--- config.mk ---
export PLATFORM = sky130hd
export DESIGN_NAME = rtc_trim_ctrl
export DESIGN_NICKNAME = d
export VERILOG_FILES = /design/src/trim_pkg.sv /design/src/rtc_trim_ctrl.sv /design/src/batt_sense_timer.sv /design/src/temp_cycle.sv
export SDC_FILE = /design/constraint.sdc
export NUM_CORES = 1
export LEC_CHECK = 0
export BUFFER_PORTS_ARGS = -buffer_cell sky130_fd_sc_hd__buf_2
export CAP_MARGIN = 25
export CORE_AREA = 4 4 127 129
export CTS_CLUSTER_DIAMETER = 60
export DETAILED_ROUTE_END_ITERATION = 10
export DIE_AREA = 0 0 131 133
export GPL_TIMING_DRIVEN = 0
export PLACE_DENSITY = 0.76
export SLEW_MARGIN = 40
export SYNTH_ARGS = -nofsm -noshare
export SYNTH_HDL_FRONTEND = slang
export SYNTH_SLANG_ARGS = --single-unit
--- constraint.sdc ---
create_clock -name clock -period 3.1 [get_ports clock]
set_clock_uncertainty 0.1 [all_clocks]
set_input_delay 0.62 -clock clock [delete_from_list [all_inputs] [get_ports clock]]
set_output_delay 0.62 -clock clock [all_outputs]
set_load 0.01 [all_outputs]
--- src/trim_pkg.sv ---
// Package: register map, field layout, reset values and timing for the trim block
package trim_pkg;

  // ==========================================================================
  // Register indices; the bus byte address is four times the index
  localparam logic [7:0]  IDX_INIT_TRIM   = 8'h0b;  // Initial trim setting
  localparam logic [7:0]  IDX_COLD_COEF   = 8'h0c;  // Cold curvature coefficient
  localparam logic [7:0]  IDX_SENSE_CTRL  = 8'h0d;  // Sense control and gain
  localparam logic [7:0]  IDX_TEMP_RESULT = 8'h10;  // Averaged temperature, read only
  localparam logic [7:0]  IDX_STATUS      = 8'h11;  // Block status, read only
  localparam int          ADDR_BITS       = 8;      // Decoded register index width; byte address is two bits wider

  // ==========================================================================
  // Field positions
  localparam int          DT_MSB          = 7;      // Digital trim in bits 7:6
  localparam int          DT_LSB          = 6;
  localparam int          AT_MSB          = 5;      // Analog trim in bits 5:0
  localparam int          AT_LSB          = 0;
  localparam int          TSE_BIT         = 7;      // Temperature sense enable
  localparam int          BATT_TEMP_SENSE_EN_BIT        = 6;      // Battery-mode sense enable
  localparam int          RATE_BIT        = 5;      // Battery sense rate
  localparam int          GAIN_MSB        = 4;      // Gain field in bits 4:0
  localparam int          ST_BUSY_BIT     = 0;      // Status: conversion under way
  localparam int          ST_COMP_BIT     = 1;      // Status: compensation active
  localparam int          ST_LOCK_BIT     = 2;      // Status: low battery lockout

  // ==========================================================================
  // Reset values
  localparam logic [7:0]  RST_INIT_TRIM   = 8'h00;
  localparam logic [7:0]  RST_COLD_COEF   = 8'h00;
  localparam logic [7:0]  RST_SENSE_CTRL  = 8'h00;  // Sensing off after power-up
  localparam logic [9:0]  RST_TEMP        = 10'h000;

  // ==========================================================================
  // Trim arithmetic constants
  localparam logic [6:0]  AT_TOP_PPM      = 7'h20;  // Code zero means +32 ppm
  localparam logic [7:0]  DT_STEP_HALF    = 8'h3d;  // 30.5 ppm in half-ppm units
  localparam logic [1:0]  DT_OFF          = 2'h0;
  localparam logic [1:0]  DT_PLUS         = 2'h1;
  localparam logic [1:0]  DT_ZERO         = 2'h2;
  localparam logic [1:0]  DT_MINUS        = 2'h3;

  // ==========================================================================
  // Bus answers
  localparam logic [1:0]  RESP_OKAY       = 2'h0;
  localparam logic [1:0]  RESP_SLVERR     = 2'h2;

  // ==========================================================================
  // Timing
  localparam longint      CLK_HZ          = 50_000_000;  // System clock rate
  localparam longint      TICK_S          = 1;           // Prescaler tick, seconds
  localparam longint      TICK_CYCLES     = TICK_S * CLK_HZ;
  localparam int          SEC_PER_MIN     = 60;
  localparam int          SLOW_PERIOD_MIN = 10;          // Rate bit clear
  localparam int          FAST_PERIOD_MIN = 1;           // Rate bit set
  localparam logic [9:0]  SLOW_PERIOD_S   = 10'(SLOW_PERIOD_MIN * SEC_PER_MIN);
  localparam logic [9:0]  FAST_PERIOD_S   = 10'(FAST_PERIOD_MIN * SEC_PER_MIN);

  // Conversion sequencer states
  typedef enum logic [1:0] {IDLE, FIRST, SECOND} cycle_state_t;

endpackage

--- src/rtc_trim_ctrl.sv ---
// Oscillator trim and temperature-compensation control with AXI4-Lite registers
//
// How it works
// - analog trim spans +32 to -31 ppm
// - code zero is +32, each step -1
// - digital trim bits 7:6, analog 5:0
// - cold coefficient register holds eight bits
// - sense enable starts sensor, converter, adjustment
// - sense enable reads zero after reset
// - sensing off uses initial trim values only
// - writing enable one runs two conversions
// - average of both conversions is stored
// - battery sensing needs its own enable
// - low battery blocks battery-mode compensation
// - battery rate ten minutes or one minute
// - digital trim codes off, +30.5, 0, -30.5
`timescale 1ns/1ps
module rtc_trim_ctrl
  import trim_pkg::*;
#(
  parameter logic [25:0] TICK_COUNT = 26'(TICK_CYCLES)  // Cycles per second tick
) (
  input  wire logic              clock,
  input  wire logic              reset_n,
  // AXI4-Lite slave
  input  wire logic [31:0]       s_axi_awaddr,
  input  wire logic              s_axi_awvalid,
  output logic                   s_axi_awready,
  input  wire logic [31:0]       s_axi_wdata,
  input  wire logic [3:0]        s_axi_wstrb,
  input  wire logic              s_axi_wvalid,
  output logic                   s_axi_wready,
  output logic [1:0]             s_axi_bresp,
  output logic                   s_axi_bvalid,
  input  wire logic              s_axi_bready,
  input  wire logic [31:0]       s_axi_araddr,
  input  wire logic              s_axi_arvalid,
  output logic                   s_axi_arready,
  output logic [31:0]            s_axi_rdata,
  output logic [1:0]             s_axi_rresp,
  output logic                   s_axi_rvalid,
  input  wire logic              s_axi_rready,
  // Power and converter side
  input  wire logic              battery_mode,
  input  wire logic              vbat_low,
  input  wire logic              conv_done,
  input  wire logic [9:0]        conv_data,
  output logic                   conv_start,
  output logic                   sensor_on,
  // Compensation engine side
  input  wire logic [5:0]        comp_analog_trim,
  input  wire logic [1:0]        comp_digital_trim,
  output logic                   comp_active,
  output logic [7:0]             cold_coef,
  output logic [4:0]             gain,
  // Trim applied to the oscillator
  output logic [5:0]             analog_trim,
  output logic [1:0]             digital_trim,
  output logic signed [6:0]      analog_trim_ppm,
  output logic signed [7:0]      digital_trim_half_ppm,
  output logic                   digital_trim_on
);

  // ==========================================================================
  // Helper functions
  // Analog code to ppm: code 0 is +32, code 63 is -31
  function automatic logic signed [6:0] at_ppm(input logic [5:0] code);
    at_ppm = $signed(AT_TOP_PPM) - $signed({1'b0, code});
  endfunction

  // Digital code to half-ppm units; disabled and zero both give no shift
  function automatic logic signed [7:0] dt_half(input logic [1:0] code);
    unique case (code)
      DT_PLUS:  dt_half = $signed(DT_STEP_HALF);
      DT_MINUS: dt_half = -$signed(DT_STEP_HALF);
      default:  dt_half = '0;
    endcase
  endfunction

  // Byte address to register index; misaligned words never match
  function automatic logic [7:0] reg_index(input logic [31:0] addr);
    reg_index = (addr[1:0] == 2'h0 && addr[31:ADDR_BITS+2] == '0) ?
                addr[ADDR_BITS+1:2] : 8'hff;
  endfunction

  // ==========================================================================
  // Register state
  logic [7:0]  init_trim_setting;          // Digital and analog initial trim
  logic [7:0]  cold_curvature_coefficient; // Unsigned cold coefficient
  logic [7:0]  temp_sense_control_gain;    // Enables, rate and gain
  logic [9:0]  temp_result;                // Last averaged temperature
  logic [7:0]  next_init, next_cold, next_ctrl;
  logic [9:0]  next_temp;
  logic        start_write;                // Enable bit written as one

  // Bus channel state
  logic        aw_full, w_full;            // Write address and data halves held
  logic        w_lane;                     // Low byte lane enabled
  logic [7:0]  aw_idx, w_byte;
  logic        next_aw_full, next_w_full, next_w_lane;
  logic        next_awready, next_wready, next_bvalid, next_arready, next_rvalid;
  logic [7:0]  next_aw_idx, next_w_byte;
  logic [1:0]  next_bresp, next_rresp;
  logic [31:0] next_rdata;

  // Block state
  logic        temp_sense_en;
  logic        batt_temp_sense_en;
  logic        batt_sense_rate;
  logic        batt_ok, sense_allowed;
  logic        batt_due, cycle_start, cycle_busy, avg_valid, conv_pulse;
  logic [9:0]  avg;

  assign temp_sense_en      = temp_sense_control_gain[TSE_BIT];
  assign batt_temp_sense_en = temp_sense_control_gain[BATT_TEMP_SENSE_EN_BIT];
  assign batt_sense_rate    = temp_sense_control_gain[RATE_BIT];

  // Battery sensing only with its enable set and the battery above lockout
  assign batt_ok       = batt_temp_sense_en && !vbat_low;
  assign sense_allowed = temp_sense_en && (!battery_mode || batt_ok);

  // ==========================================================================
  // Write path: address and data are taken in either order
  always_comb begin
    logic aw_take;
    logic w_take;
    logic do_write;
    aw_take      = s_axi_awvalid && s_axi_awready;
    w_take       = s_axi_wvalid && s_axi_wready;
    do_write     = aw_full && w_full;
    next_aw_full = aw_full;
    next_w_full  = w_full;
    next_aw_idx  = aw_idx;
    next_w_byte  = w_byte;
    next_w_lane  = w_lane;
    next_bvalid  = s_axi_bvalid;
    next_bresp   = s_axi_bresp;
    next_init    = init_trim_setting;
    next_cold    = cold_curvature_coefficient;
    next_ctrl    = temp_sense_control_gain;
    start_write  = 1'b0;
    if (aw_take) begin
      next_aw_full = 1'b1;
      next_aw_idx  = reg_index(s_axi_awaddr);
    end
    if (w_take) begin
      next_w_full = 1'b1;
      next_w_byte = s_axi_wdata[7:0];
      next_w_lane = s_axi_wstrb[0];
    end
    if (s_axi_bvalid && s_axi_bready) begin
      next_bvalid = 1'b0;
    end
    // Commit once both halves are held; the answer follows a cycle later
    if (do_write) begin
      next_aw_full = 1'b0;
      next_w_full  = 1'b0;
      next_bvalid  = 1'b1;
      next_bresp   = RESP_OKAY;
      unique case (aw_idx)
        IDX_INIT_TRIM: begin
          if (w_lane) next_init = w_byte;
        end
        IDX_COLD_COEF: begin
          if (w_lane) next_cold = w_byte;
        end
        IDX_SENSE_CTRL: begin
          if (w_lane) begin
            next_ctrl   = w_byte;
            start_write = w_byte[TSE_BIT];
          end
        end
        IDX_TEMP_RESULT, IDX_STATUS: begin
          // Read-only: write is accepted and dropped
        end
        default: next_bresp = RESP_SLVERR;
      endcase
    end
    next_awready = !next_aw_full && !next_bvalid;
    next_wready  = !next_w_full && !next_bvalid;
  end

  // Register the write path
  always_ff @(posedge clock) begin
    if (!reset_n) begin
      aw_full                    <= 1'b0;
      w_full                     <= 1'b0;
      aw_idx                     <= 8'h00;
      w_byte                     <= 8'h00;
      w_lane                     <= 1'b0;
      s_axi_awready              <= 1'b0;
      s_axi_wready               <= 1'b0;
      s_axi_bvalid               <= 1'b0;
      s_axi_bresp                <= RESP_OKAY;
      init_trim_setting          <= RST_INIT_TRIM;
      cold_curvature_coefficient <= RST_COLD_COEF;
      temp_sense_control_gain    <= RST_SENSE_CTRL;
    end else begin
      aw_full                    <= next_aw_full;
      w_full                     <= next_w_full;
      aw_idx                     <= next_aw_idx;
      w_byte                     <= next_w_byte;
      w_lane                     <= next_w_lane;
      s_axi_awready              <= next_awready;
      s_axi_wready               <= next_wready;
      s_axi_bvalid               <= next_bvalid;
      s_axi_bresp                <= next_bresp;
      init_trim_setting          <= next_init;
      cold_curvature_coefficient <= next_cold;
      temp_sense_control_gain    <= next_ctrl;
    end
  end

  // ==========================================================================
  // Read path: one read at a time, data registered with the valid
  always_comb begin
    next_arready = s_axi_arready;
    next_rvalid  = s_axi_rvalid;
    next_rdata   = s_axi_rdata;
    next_rresp   = s_axi_rresp;
    if (s_axi_rvalid && s_axi_rready) begin
      next_rvalid = 1'b0;
    end
    if (s_axi_arvalid && s_axi_arready) begin
      next_rvalid = 1'b1;
      next_rresp  = RESP_OKAY;
      next_rdata  = '0;
      unique case (reg_index(s_axi_araddr))
        IDX_INIT_TRIM:   next_rdata[7:0] = init_trim_setting;
        IDX_COLD_COEF:   next_rdata[7:0] = cold_curvature_coefficient;
        IDX_SENSE_CTRL:  next_rdata[7:0] = temp_sense_control_gain;
        IDX_TEMP_RESULT: next_rdata[9:0] = temp_result;
        IDX_STATUS: begin
          next_rdata[ST_BUSY_BIT] = cycle_busy;
          next_rdata[ST_COMP_BIT] = comp_active;
          next_rdata[ST_LOCK_BIT] = battery_mode && vbat_low;
        end
        default: next_rresp = RESP_SLVERR;
      endcase
    end
    next_arready = !next_rvalid;
  end

  // Register the read path
  always_ff @(posedge clock) begin
    if (!reset_n) begin
      s_axi_arready <= 1'b0;
      s_axi_rvalid  <= 1'b0;
      s_axi_rdata   <= '0;
      s_axi_rresp   <= RESP_OKAY;
    end else begin
      s_axi_arready <= next_arready;
      s_axi_rvalid  <= next_rvalid;
      s_axi_rdata   <= next_rdata;
      s_axi_rresp   <= next_rresp;
    end
  end

  // ==========================================================================
  // Conversion cycles: on an enable write, or periodically in battery mode.
  // An enable write is judged by the byte written, as the register changes only at commit
  assign cycle_start = (start_write && (!battery_mode || (w_byte[BATT_TEMP_SENSE_EN_BIT] && !vbat_low)))
                    || (sense_allowed && battery_mode && batt_due);

  batt_sense_timer #(
    .TICK_COUNT (TICK_COUNT)
  ) u_timer (
    .clock   (clock),
    .reset_n (reset_n),
    .run     (temp_sense_en && battery_mode && batt_ok),
    .fast    (batt_sense_rate),
    .due     (batt_due)
  );

  temp_cycle u_cycle (
    .clock      (clock),
    .reset_n    (reset_n),
    .start      (cycle_start),
    .conv_done  (conv_done),
    .conv_data  (conv_data),
    .conv_start (conv_pulse),
    .busy       (cycle_busy),
    .avg_valid  (avg_valid),
    .avg        (avg)
  );

  // ==========================================================================
  // Result capture and trim selection
  always_comb begin
    next_temp = avg_valid ? avg : temp_result;
  end

  // Outputs all come from flops; sensing off selects the initial trim
  always_ff @(posedge clock) begin
    if (!reset_n) begin
      temp_result           <= RST_TEMP;
      conv_start            <= 1'b0;
      sensor_on             <= 1'b0;
      comp_active           <= 1'b0;
      cold_coef             <= RST_COLD_COEF;
      gain                  <= '0;
      analog_trim           <= RST_INIT_TRIM[AT_MSB:AT_LSB];
      digital_trim          <= RST_INIT_TRIM[DT_MSB:DT_LSB];
      analog_trim_ppm       <= at_ppm(RST_INIT_TRIM[AT_MSB:AT_LSB]);
      digital_trim_half_ppm <= dt_half(RST_INIT_TRIM[DT_MSB:DT_LSB]);
      digital_trim_on       <= 1'b0;
    end else begin
      temp_result <= next_temp;
      conv_start  <= conv_pulse;
      sensor_on   <= sense_allowed || cycle_busy;
      comp_active <= sense_allowed;
      cold_coef   <= cold_curvature_coefficient;
      gain        <= temp_sense_control_gain[GAIN_MSB:0];
      if (sense_allowed) begin
        analog_trim           <= comp_analog_trim;
        digital_trim          <= comp_digital_trim;
        analog_trim_ppm       <= at_ppm(comp_analog_trim);
        digital_trim_half_ppm <= dt_half(comp_digital_trim);
        digital_trim_on       <= (comp_digital_trim != DT_OFF);
      end else begin
        analog_trim           <= init_trim_setting[AT_MSB:AT_LSB];
        digital_trim          <= init_trim_setting[DT_MSB:DT_LSB];
        analog_trim_ppm       <= at_ppm(init_trim_setting[AT_MSB:AT_LSB]);
        digital_trim_half_ppm <= dt_half(init_trim_setting[DT_MSB:DT_LSB]);
        digital_trim_on       <= (init_trim_setting[DT_MSB:DT_LSB] != DT_OFF);
      end
    end
  end

endmodule

--- src/batt_sense_timer.sv ---
// Battery-mode sensing period timer built from a one-second enable divider
`timescale 1ns/1ps
module batt_sense_timer
  import trim_pkg::*;
#(
  parameter logic [25:0] TICK_COUNT = 26'(TICK_CYCLES)  // Cycles per second tick
) (
  input  wire logic clock,
  input  wire logic reset_n,
  input  wire logic run,      // Battery sensing allowed
  input  wire logic fast,     // Rate bit: one minute instead of ten
  output logic      due       // One-cycle pulse when a cycle is due
);

  // ==========================================================================
  // State
  logic [25:0] div;           // Cycle divider
  logic [9:0]  secs;          // Seconds into the period
  logic        next_due;
  logic [25:0] next_div;
  logic [9:0]  next_secs;

  // ==========================================================================
  // Next values; the period restarts whenever running stops
  always_comb begin
    logic [9:0] period;
    period    = fast ? FAST_PERIOD_S : SLOW_PERIOD_S;
    next_div  = div;
    next_secs = secs;
    next_due  = 1'b0;
    if (!run) begin
      next_div  = '0;
      next_secs = '0;
    end else if (div == TICK_COUNT - 26'h1) begin
      next_div = '0;
      // A rate change mid-period applies at the next second tick; a count past the new period wraps then
      if (secs >= period - 10'h1) begin
        next_secs = '0;
        next_due  = 1'b1;
      end else begin
        next_secs = secs + 10'h1;
      end
    end else begin
      next_div = div + 26'h1;
    end
  end

  // Register
  always_ff @(posedge clock) begin
    if (!reset_n) begin
      div  <= '0;
      secs <= '0;
      due  <= 1'b0;
    end else begin
      div  <= next_div;
      secs <= next_secs;
      due  <= next_due;
    end
  end

endmodule

--- src/temp_cycle.sv ---
// Two-conversion temperature cycle sequencer with averaging
`timescale 1ns/1ps
module temp_cycle
  import trim_pkg::*;
(
  input  wire logic       clock,
  input  wire logic       reset_n,
  input  wire logic       start,       // Begin a cycle; ignored while busy
  input  wire logic       conv_done,   // Converter finished, data valid
  input  wire logic [9:0] conv_data,   // Converter result
  output logic            conv_start,  // One-cycle pulse to the converter
  output logic            busy,        // Cycle under way
  output logic            avg_valid,   // One-cycle pulse with a new average
  output logic [9:0]      avg          // Average of the two conversions
);

  // ==========================================================================
  // State
  cycle_state_t state;
  cycle_state_t next_state;
  logic [9:0]   first;                 // First conversion held for averaging
  logic [9:0]   next_first;
  logic [9:0]   next_avg;
  logic         next_conv_start;
  logic         next_avg_valid;

  // ==========================================================================
  // Next values
  always_comb begin
    logic [10:0] sum;
    sum             = {1'b0, first} + {1'b0, conv_data};
    next_state      = state;
    next_first      = first;
    next_avg        = avg;
    next_conv_start = 1'b0;
    next_avg_valid  = 1'b0;
    unique case (state)
      IDLE: begin
        if (start) begin
          next_state      = FIRST;
          next_conv_start = 1'b1;
        end
      end
      FIRST: begin
        if (conv_done) begin
          next_first      = conv_data;
          next_state      = SECOND;
          next_conv_start = 1'b1;
        end
      end
      SECOND: begin
        // Truncating average; drops the half degree of the LSB
        if (conv_done) begin
          next_avg       = sum[10:1];
          next_avg_valid = 1'b1;
          next_state     = IDLE;
        end
      end
    endcase
  end

  // Register
  always_ff @(posedge clock) begin
    if (!reset_n) begin
      state      <= IDLE;
      first      <= RST_TEMP;
      avg        <= RST_TEMP;
      conv_start <= 1'b0;
      avg_valid  <= 1'b0;
      busy       <= 1'b0;
    end else begin
      state      <= next_state;
      first      <= next_first;
      avg        <= next_avg;
      conv_start <= next_conv_start;
      avg_valid  <= next_avg_valid;
      busy       <= (next_state != IDLE);
    end
  end

endmodule

==> impl_results.md, run 1 <==
- Worst skew pair latency: approximately 0.43 ns
- Routed WL: approximately 19,000 um
- Syn_area_per_cell: slightly below 9 sq um
- Fin crit period: 2.845 ns
- Layout overhead on the synthesized area: 24.08%
- Clock Tree Buf Depth: 2
- Post-synthesis cell count: 824
- Synth top area share: 45.08%
- Synth cell count leaders: dfxtp_1 (166), nor2_1 (97), nand2_1 (89)
- # Max-Cap Violations: 0
- # diodes: 0
- Top cells by area, synth: dfxtp_1 (45%), mux2i_1 (6.1%), nor2_1 (4.9%)
- Asr flop ratio synth: 0%
- Setup crit end kind: register
- Most instantiated library cell after synthesis: dfxtp_1
- Post-synth top flop: dfxtp_1
- Status: finished, final reports clean
- Drt drc: 0
- Pre-Repair DR Iteration Count: 5
- Total track usage: 21.34%
- Sink Count: 166
- Slew Viols, Final: 0
- RSZ-0062 raised after global routing: no
- Mapped Area: 0.007372 sq mm
- Post-Layout Inst Area: a little over 0.009 sq mm
- Inserted Clock Buffers: 17
- PwrDens: 523.2 mW/mm^2
- WS Path Type: input port to register
- Synth Register Bits: ~170
- IO Pins: 209
- CP required: 3.36 ns
- CTS root buf: clkbuf_16
- Worst VDD drop: around 460 uV
- Via count: 6,509
- Initial drt markers: 375
- Fin Hold WS: 0.3297 ns
- Crit-path max FO: 10
- Share of layout cells above drive strength 1: a little under a quarter
- Layout fillers: between 1,000 and 1,500
- Die Width: 131 um
- Port Buffers: around 160
- Die height: ~130 um
- CTS tree: done
- Post-Layout Cell Count: 1,222
- Antenna violations before repair: 0
- EDFF count, synth: 0
- Initial core utilization: 49.04%
- RD Place Congestion: 0.8520
- Row cnt: between 40 and 50
- Multi-input gate area: between 0.003 and 0.004 sq mm
- Largest net degree at the start of global routing: 17
- Leading area contributor after synthesis: dfxtp_1
- Final Cycle Share: 91.76%
- Detailed-placement wirelength estimate: 13,710 um
- Vias per cell: 5.327
- Startpoint Class: input port
- Global-route wire length before repair: 29,870 um
- Reg clk slew, reported paths: about 0.070 ns
- Inst Count DP: 1,190
- Placed cell areas: about 0.0085 sq mm
- Critical path arrival: 3.10 ns
- Slew HR: 49.41%
- Fmax: 351.5 MHz
- Final Core Density: 60.85%
- Register area: roughly 0.0033 sq mm
- Placeable Area: 0.01503 sq mm
- Sequential area share after synthesis: 45.08%
- Wire per inst: 15.19 um
- Detail Route Antenna Nets: 0
- Leak pwr: 0.003813 uW
- Post-synth cell types: 61
- YS warnings: 0
- Global route overflow: 0
- Hold crit path type: input port to register
- H-tree levels: 4
- Vias in the first global route: ~6,100
- Hold Vio Cnt, Final: 0
- Final setup fails: 0
- Slew @ Worst Pin: approximately 0.76 ns
- Final nets: 1,170
- Die area: approximately 0.017 sq mm
==> logic make-up (layout without fill, tap and decap cells) <==
group / Yosys count / in the layout / share of synthesized area, %
other: 1 / 24 / 0.05087
adder cells (fa/ha/maj): 21 / 21 / 3.666
AO/OA/AOI/OAI: 120 / 120 / 11.17
XOR/XNOR: 36 / 36 / 4.277
multiplexers: 48 / 48 / 6.568
AND/OR/NAND/NOR: 350 / 350 / 23.44
flip-flops: 166 / 166 / 45.08
buffers and inverters: 82 / 269 / 5.753
==> sequential cells by signal (all words and copies together), names as in the netlist, 2 cells and up <==
register,cells
analog_trim,6
analog_trim_ppm,6
aw_idx,8
cold_coef,8
cold_curvature_coefficient,8
digital_trim,2
digital_trim_half_ppm,3
gain,5
init_trim_setting,8
s_axi_rdata,10
temp_result,10
temp_sense_control_gain,8
u_cycle.avg,10
u_cycle.first,10
u_cycle.state,2
u_timer.div,26
u_timer.secs,10
w_byte,8
==> metrics by stage <==
stage                     setup slack [ns]  setup TNS, ns  total power (uW)
final                               0.2554              0              4786
after global routing                0.1115              0              4923
after CTS                           0.1408              0              4809
after detailed placement           -0.2505        -0.3370              2461
after global placement             -0.1991        -0.2318              2456
after floorplan                     0.3288              0              2344
==> report_power, final <==
group          switching (uW)  total, uW  internal (uW)
sequential               20.1       2170           2150
clock                     915       2370           1450
combinational             133        243            110
==> layout by cell type (no fill, tap or decap), types with 4 or more instances in the layout <==
cell type	count
a221o_1	7
nor3_1	23
conb_1	24
bufinv_16	5
inv_1	17
ha_1	20
a21boi_0	4
a211oi_1	4
buf_4	30
and3_1	8
nor2_1	97
xnor2_1	15
nand4_1	17
o21ai_0	10
o221a_2	8
or3_1	10
buf_2	158
dfxtp_1	166
nand2b_1	5
o211ai_1	5
nor4_1	22
mux2i_1	45
buf_1	6
nor2b_1	4
a21oi_1	50
nand2_1	89
clkbuf_1	25
a22o_1	6
and2_1	24
xor2_1	21
o21a_1	4
o31a_1	4
inv_6	4
and4_1	6
nand3_1	25
clkbuf_16	17
==> worst paths after layout <==
check | to | cells past startpoint | slack (ns) | startpoint
worst max-delay path | analog_trim_ppm[4] | 10 | 0.26 | vbat_low
worst min-delay path | w_byte[2] | 3 | 0.33 | s_axi_wdata[2]
worst max register to register | analog_trim_ppm[4] | 9 | 0.28 | temp_sense_control_gain[6]
worst min register to register | u_cycle.avg[1] | 2 | 0.35 | u_cycle.avg[1]
==> routing by layer <==
metal | routed length, um | track usage [%] | vias to the layer above
li1 | - | - | 3247
met1 | 8248 | 27.95 | 3028
met2 | 8774 | 34.26 | 199
met3 | 1144 | 5.006 | 35
met4 | 397 | 7.429 | 0
met5 | 0 | 0 | -
==> timing repair <==
item	4_1_cts	5_1_grt
hold buffers	0	0
resized for setup	0	2
buffers inserted	0	0
endpoints found under the setup margin	0	1
==> cell type report <==
cell class | instances | area share, %
Multi-Input combinational cell | 599 | 40.68
Sequential cell | 166 | 36.33
Timing Repair Buffer | 155 | 8.480
Clock buffer | 17 | 4.651
Buffer | 65 | 3.953
Clock inverter | 15 | 2.640
Tap cell | 188 | 2.571
Inverter | 17 | 0.6976
==> worst max-delay path: stages <==
cell	delay (ns)
buf_2	0.13
nand2b_1	0.16
a21boi_0	0.23
buf_1	0.48
clkbuf_2	0.37
mux2i_1	0.29
ha_1	0.22
inv_1	0.08
or3_1	0.38
a21oi_1	0.15
(Power assumes the default switching activity.)
==> inputs of run 2 (changes only) <==
--- a/config.mk
+++ b/config.mk
@@ -6,13 +6,13 @@
 export NUM_CORES = 1
 export LEC_CHECK = 0
 export BUFFER_PORTS_ARGS = -buffer_cell sky130_fd_sc_hd__buf_2
-export CAP_MARGIN = 25
 export CORE_AREA = 4 4 127 129
 export CTS_CLUSTER_DIAMETER = 60
 export DETAILED_ROUTE_END_ITERATION = 10
 export DIE_AREA = 0 0 131 133
 export GPL_TIMING_DRIVEN = 0
 export PLACE_DENSITY = 0.76
+export RECOVER_POWER = 25
 export SLEW_MARGIN = 40
 export SYNTH_ARGS = -nofsm -noshare
 export SYNTH_HDL_FRONTEND = slang
==> impl_results.md, run 2 (same netlist as run 1, synthesis figures left out) <==
- Layout fillers: 1,340 (+1.7%)
- Global-route wire length before repair: 29,870 um (unchanged)
- Hold crit path type: input port to register
- Largest register FFs: 26 (unchanged)
- Worst skew pair latency: 0.43 ns (about the same)
- Slew @ Worst Pin: 0.7478 ns (-0.008295 ns)
- Worst Slack Setup Final: 0.2323 ns (-0.02318 ns)
- Detailed-placement wirelength estimate: 13,710 um (unchanged)
- Fin crit period: 2.868 ns (+0.02318 ns)
- CTS tree: done
- Antenna violations before repair: 0 (unchanged)
- # diodes: 0 (unchanged)
- Tot Pwr: 4787 uW (about the same)
- Final setup fails: 0 (unchanged)
- Crit-path max FO: 10 (unchanged)
- Hold Vio Cnt, Final: 0 (unchanged)
- WS Path Type: input port to register
- Biggest register: u_timer.div
- Worst VDD drop: 456.6 uV (about the same)
- Slew HR: 50.15% (+0.74 points)
- Inst Count DP: 1,190 (unchanged)
- Final nets: 1,170 (unchanged)
- CTS root buf: clkbuf_16
- Pre-Repair DR Iteration Count: 5 (unchanged)
- Critical path arrival: 3.13 ns (+0.03 ns)
- Layout overhead on the synthesized area: 23.42%
- Via count: 6,488 (-0.32%)
- Net Switching: 1070 uW (+0.22%)
- Sw frac: 22.35% (+0.043 points)
- Routed WL: 18,610 um (+0.23%)
- Sink Count: 166 (unchanged)
- Die area: 0.01742 sq mm (unchanged)
- Commonest non-fill, non-tap cell in the layout: dfxtp_1
- Placeable Area: 0.01503 sq mm (unchanged)
- Post-Layout Cell Count: 1,222 (unchanged)
- Slew Viols, Final: 0 (unchanged)
- Die height: 133 um (unchanged)
- Fmax: 348.7 MHz (-0.81%)
- Setup crit end kind: register
- # Max-Cap Violations: 0 (unchanged)
- Initial drt markers: 367 (-2.1%)
- PwrDens: 526.1 mW/mm^2 (+0.56%)
- Sequential share of power: 45.4% (about the same)
- Wire per inst: 15.23 um (+0.23%)
- Inserted Clock Buffers: 17 (unchanged)
- Internal power: 3717 uW (about the same)
- Leak pwr: 0.003639 uW (-4.6%)
- Final Cycle Share: 92.51% (+0.75 points)
- Initial core utilization: 49.04% (unchanged)
- Total track usage: 21.34% (unchanged)
- Drt drc: 0 (unchanged)
- Combinational group share of total power: 5.1% (about the same)
- Cts hold-fix bufs: 0 (unchanged)
- H-tree levels: 4 (unchanged)
- Multi-input gate area: 0.003721 sq mm (unchanged)
- Startpoint Class: input port
- Port Buffers: 155 (unchanged)
- Reg clk slew, reported paths: 0.07 ns (about the same)
- Pre-CTS WS: -0.2505 ns (unchanged)
- Die Width: 131 um (unchanged)
- IO Pins: 209 (unchanged)
- Detail Route Antenna Nets: 0 (unchanged)
- Register area: 0.003323 sq mm (unchanged)
- Vias per cell: 5.309 (-0.32%)
- Status: finished, final reports clean
- Commonest non-fill, non-tap cells in the layout: dfxtp_1 (166), buf_2 (119), nor2_1 (97), nand2_1 (89), clkbuf_1 (64)
- Vias in the first global route: 6,068 (unchanged)
- Setup TNS: 0 ns (unchanged)
- Setup repair bufs after CTS: 0 (unchanged)
- Clock Tree Buf Depth: 2 (unchanged)
- Row cnt: 45 (unchanged)
- Global route overflow: 0 (unchanged)
- Clock group share of total power: 49.5% (about the same)
- RD Place Congestion: 0.8520 (unchanged)
- Share of layout cells above drive strength 1: 19.54% (-3.8 points)
- Largest net degree at the start of global routing: 17 (unchanged)
- CP required: 3.36 ns (about the same)
- RSZ-0062 raised after global routing: no
run 2: cell count changes in the layout (fill, tap and decap cells not counted):
cell	delta
and2_0	+9
and2_1	-9
buf_2	-39
clkbuf_1	+39
run 2: layout make-up:
cell class | count | area share [%]
inverters | 17 | 0.7013
flip-flops and latches | 166 | 36.52
multi-input cells | 599 | 40.90
well taps | 188 | 2.585
clock buffers | 17 | 4.675
repair buffers | 155 | 7.990
clock inverters | 15 | 2.654
plain buffers | 65 | 3.974
run 2: routing by layer:
| metal | vias up | GRT usage, % | share of wire (%) |
|---|---|---|---|
| met5 | - | 0 | 0 |
| met4 | 0 | 7.429 | 2.0 |
| met3 | 36 | 5.006 | 6.0 |
| met2 | 191 | 34.26 | 47 |
| met1 | 3012 | 27.95 | 45 |
| li1 | 3249 | - | - |
run 2: power groups by stage:
stage | combinational (uW) | clock, uW | sequential (uW)
2_1_floorplan | 125 | 0 | 2220
3_3_place_gp | 235 | 0 | 2220
3_5_place_dp | 239 | 0 | 2220
4_1_cts | 240 | 2390 | 2170
5_1_grt | 266 | 2480 | 2180
6_report | 242 | 2370 | 2170
run 2: worst paths after layout:
kind / startpoint / endpoint / slack, ns / depth (start not counted)
max: vbat_low / analog_trim_ppm[4] / 0.23 / 10
min: s_axi_wdata[2] / w_byte[2] / 0.33 / 3
max reg2reg: temp_sense_control_gain[6] / analog_trim_ppm[4] / 0.28 / 9
min reg2reg: u_cycle.avg[1] / u_cycle.avg[1] / 0.35 / 2
run 2: worst max-delay path, stage by stage:
cell      delay, ns
clkbuf_1       0.13
nand2b_1       0.18
a21boi_0       0.24
buf_1          0.48
clkbuf_2       0.36
mux2i_1        0.29
ha_1           0.22
inv_1          0.08
or3_1          0.38
a21oi_1        0.15
run 2: through the flow:
| stage | util (%) | hold slack (ns) | instance area [sq um] |
|---|---|---|---|
| final | 60.52 | 0.3275 | 9099 |
| after CTS | 60.84 | 0.3116 | 9146 |
| after detailed placement | 56.40 | 0.3455 | 8479 |
| after global placement | 56.34 | 0.3413 | 8469 |
| after global routing | 60.52 | 0.3335 | 9099 |
| after floorplan | - | 0.3119 | 7458 |
run 2: repair_timing:
item,CTS,global route
setup endpoints to repair,0,1
hold endpoints to repair,0,0
resized for setup,0,2
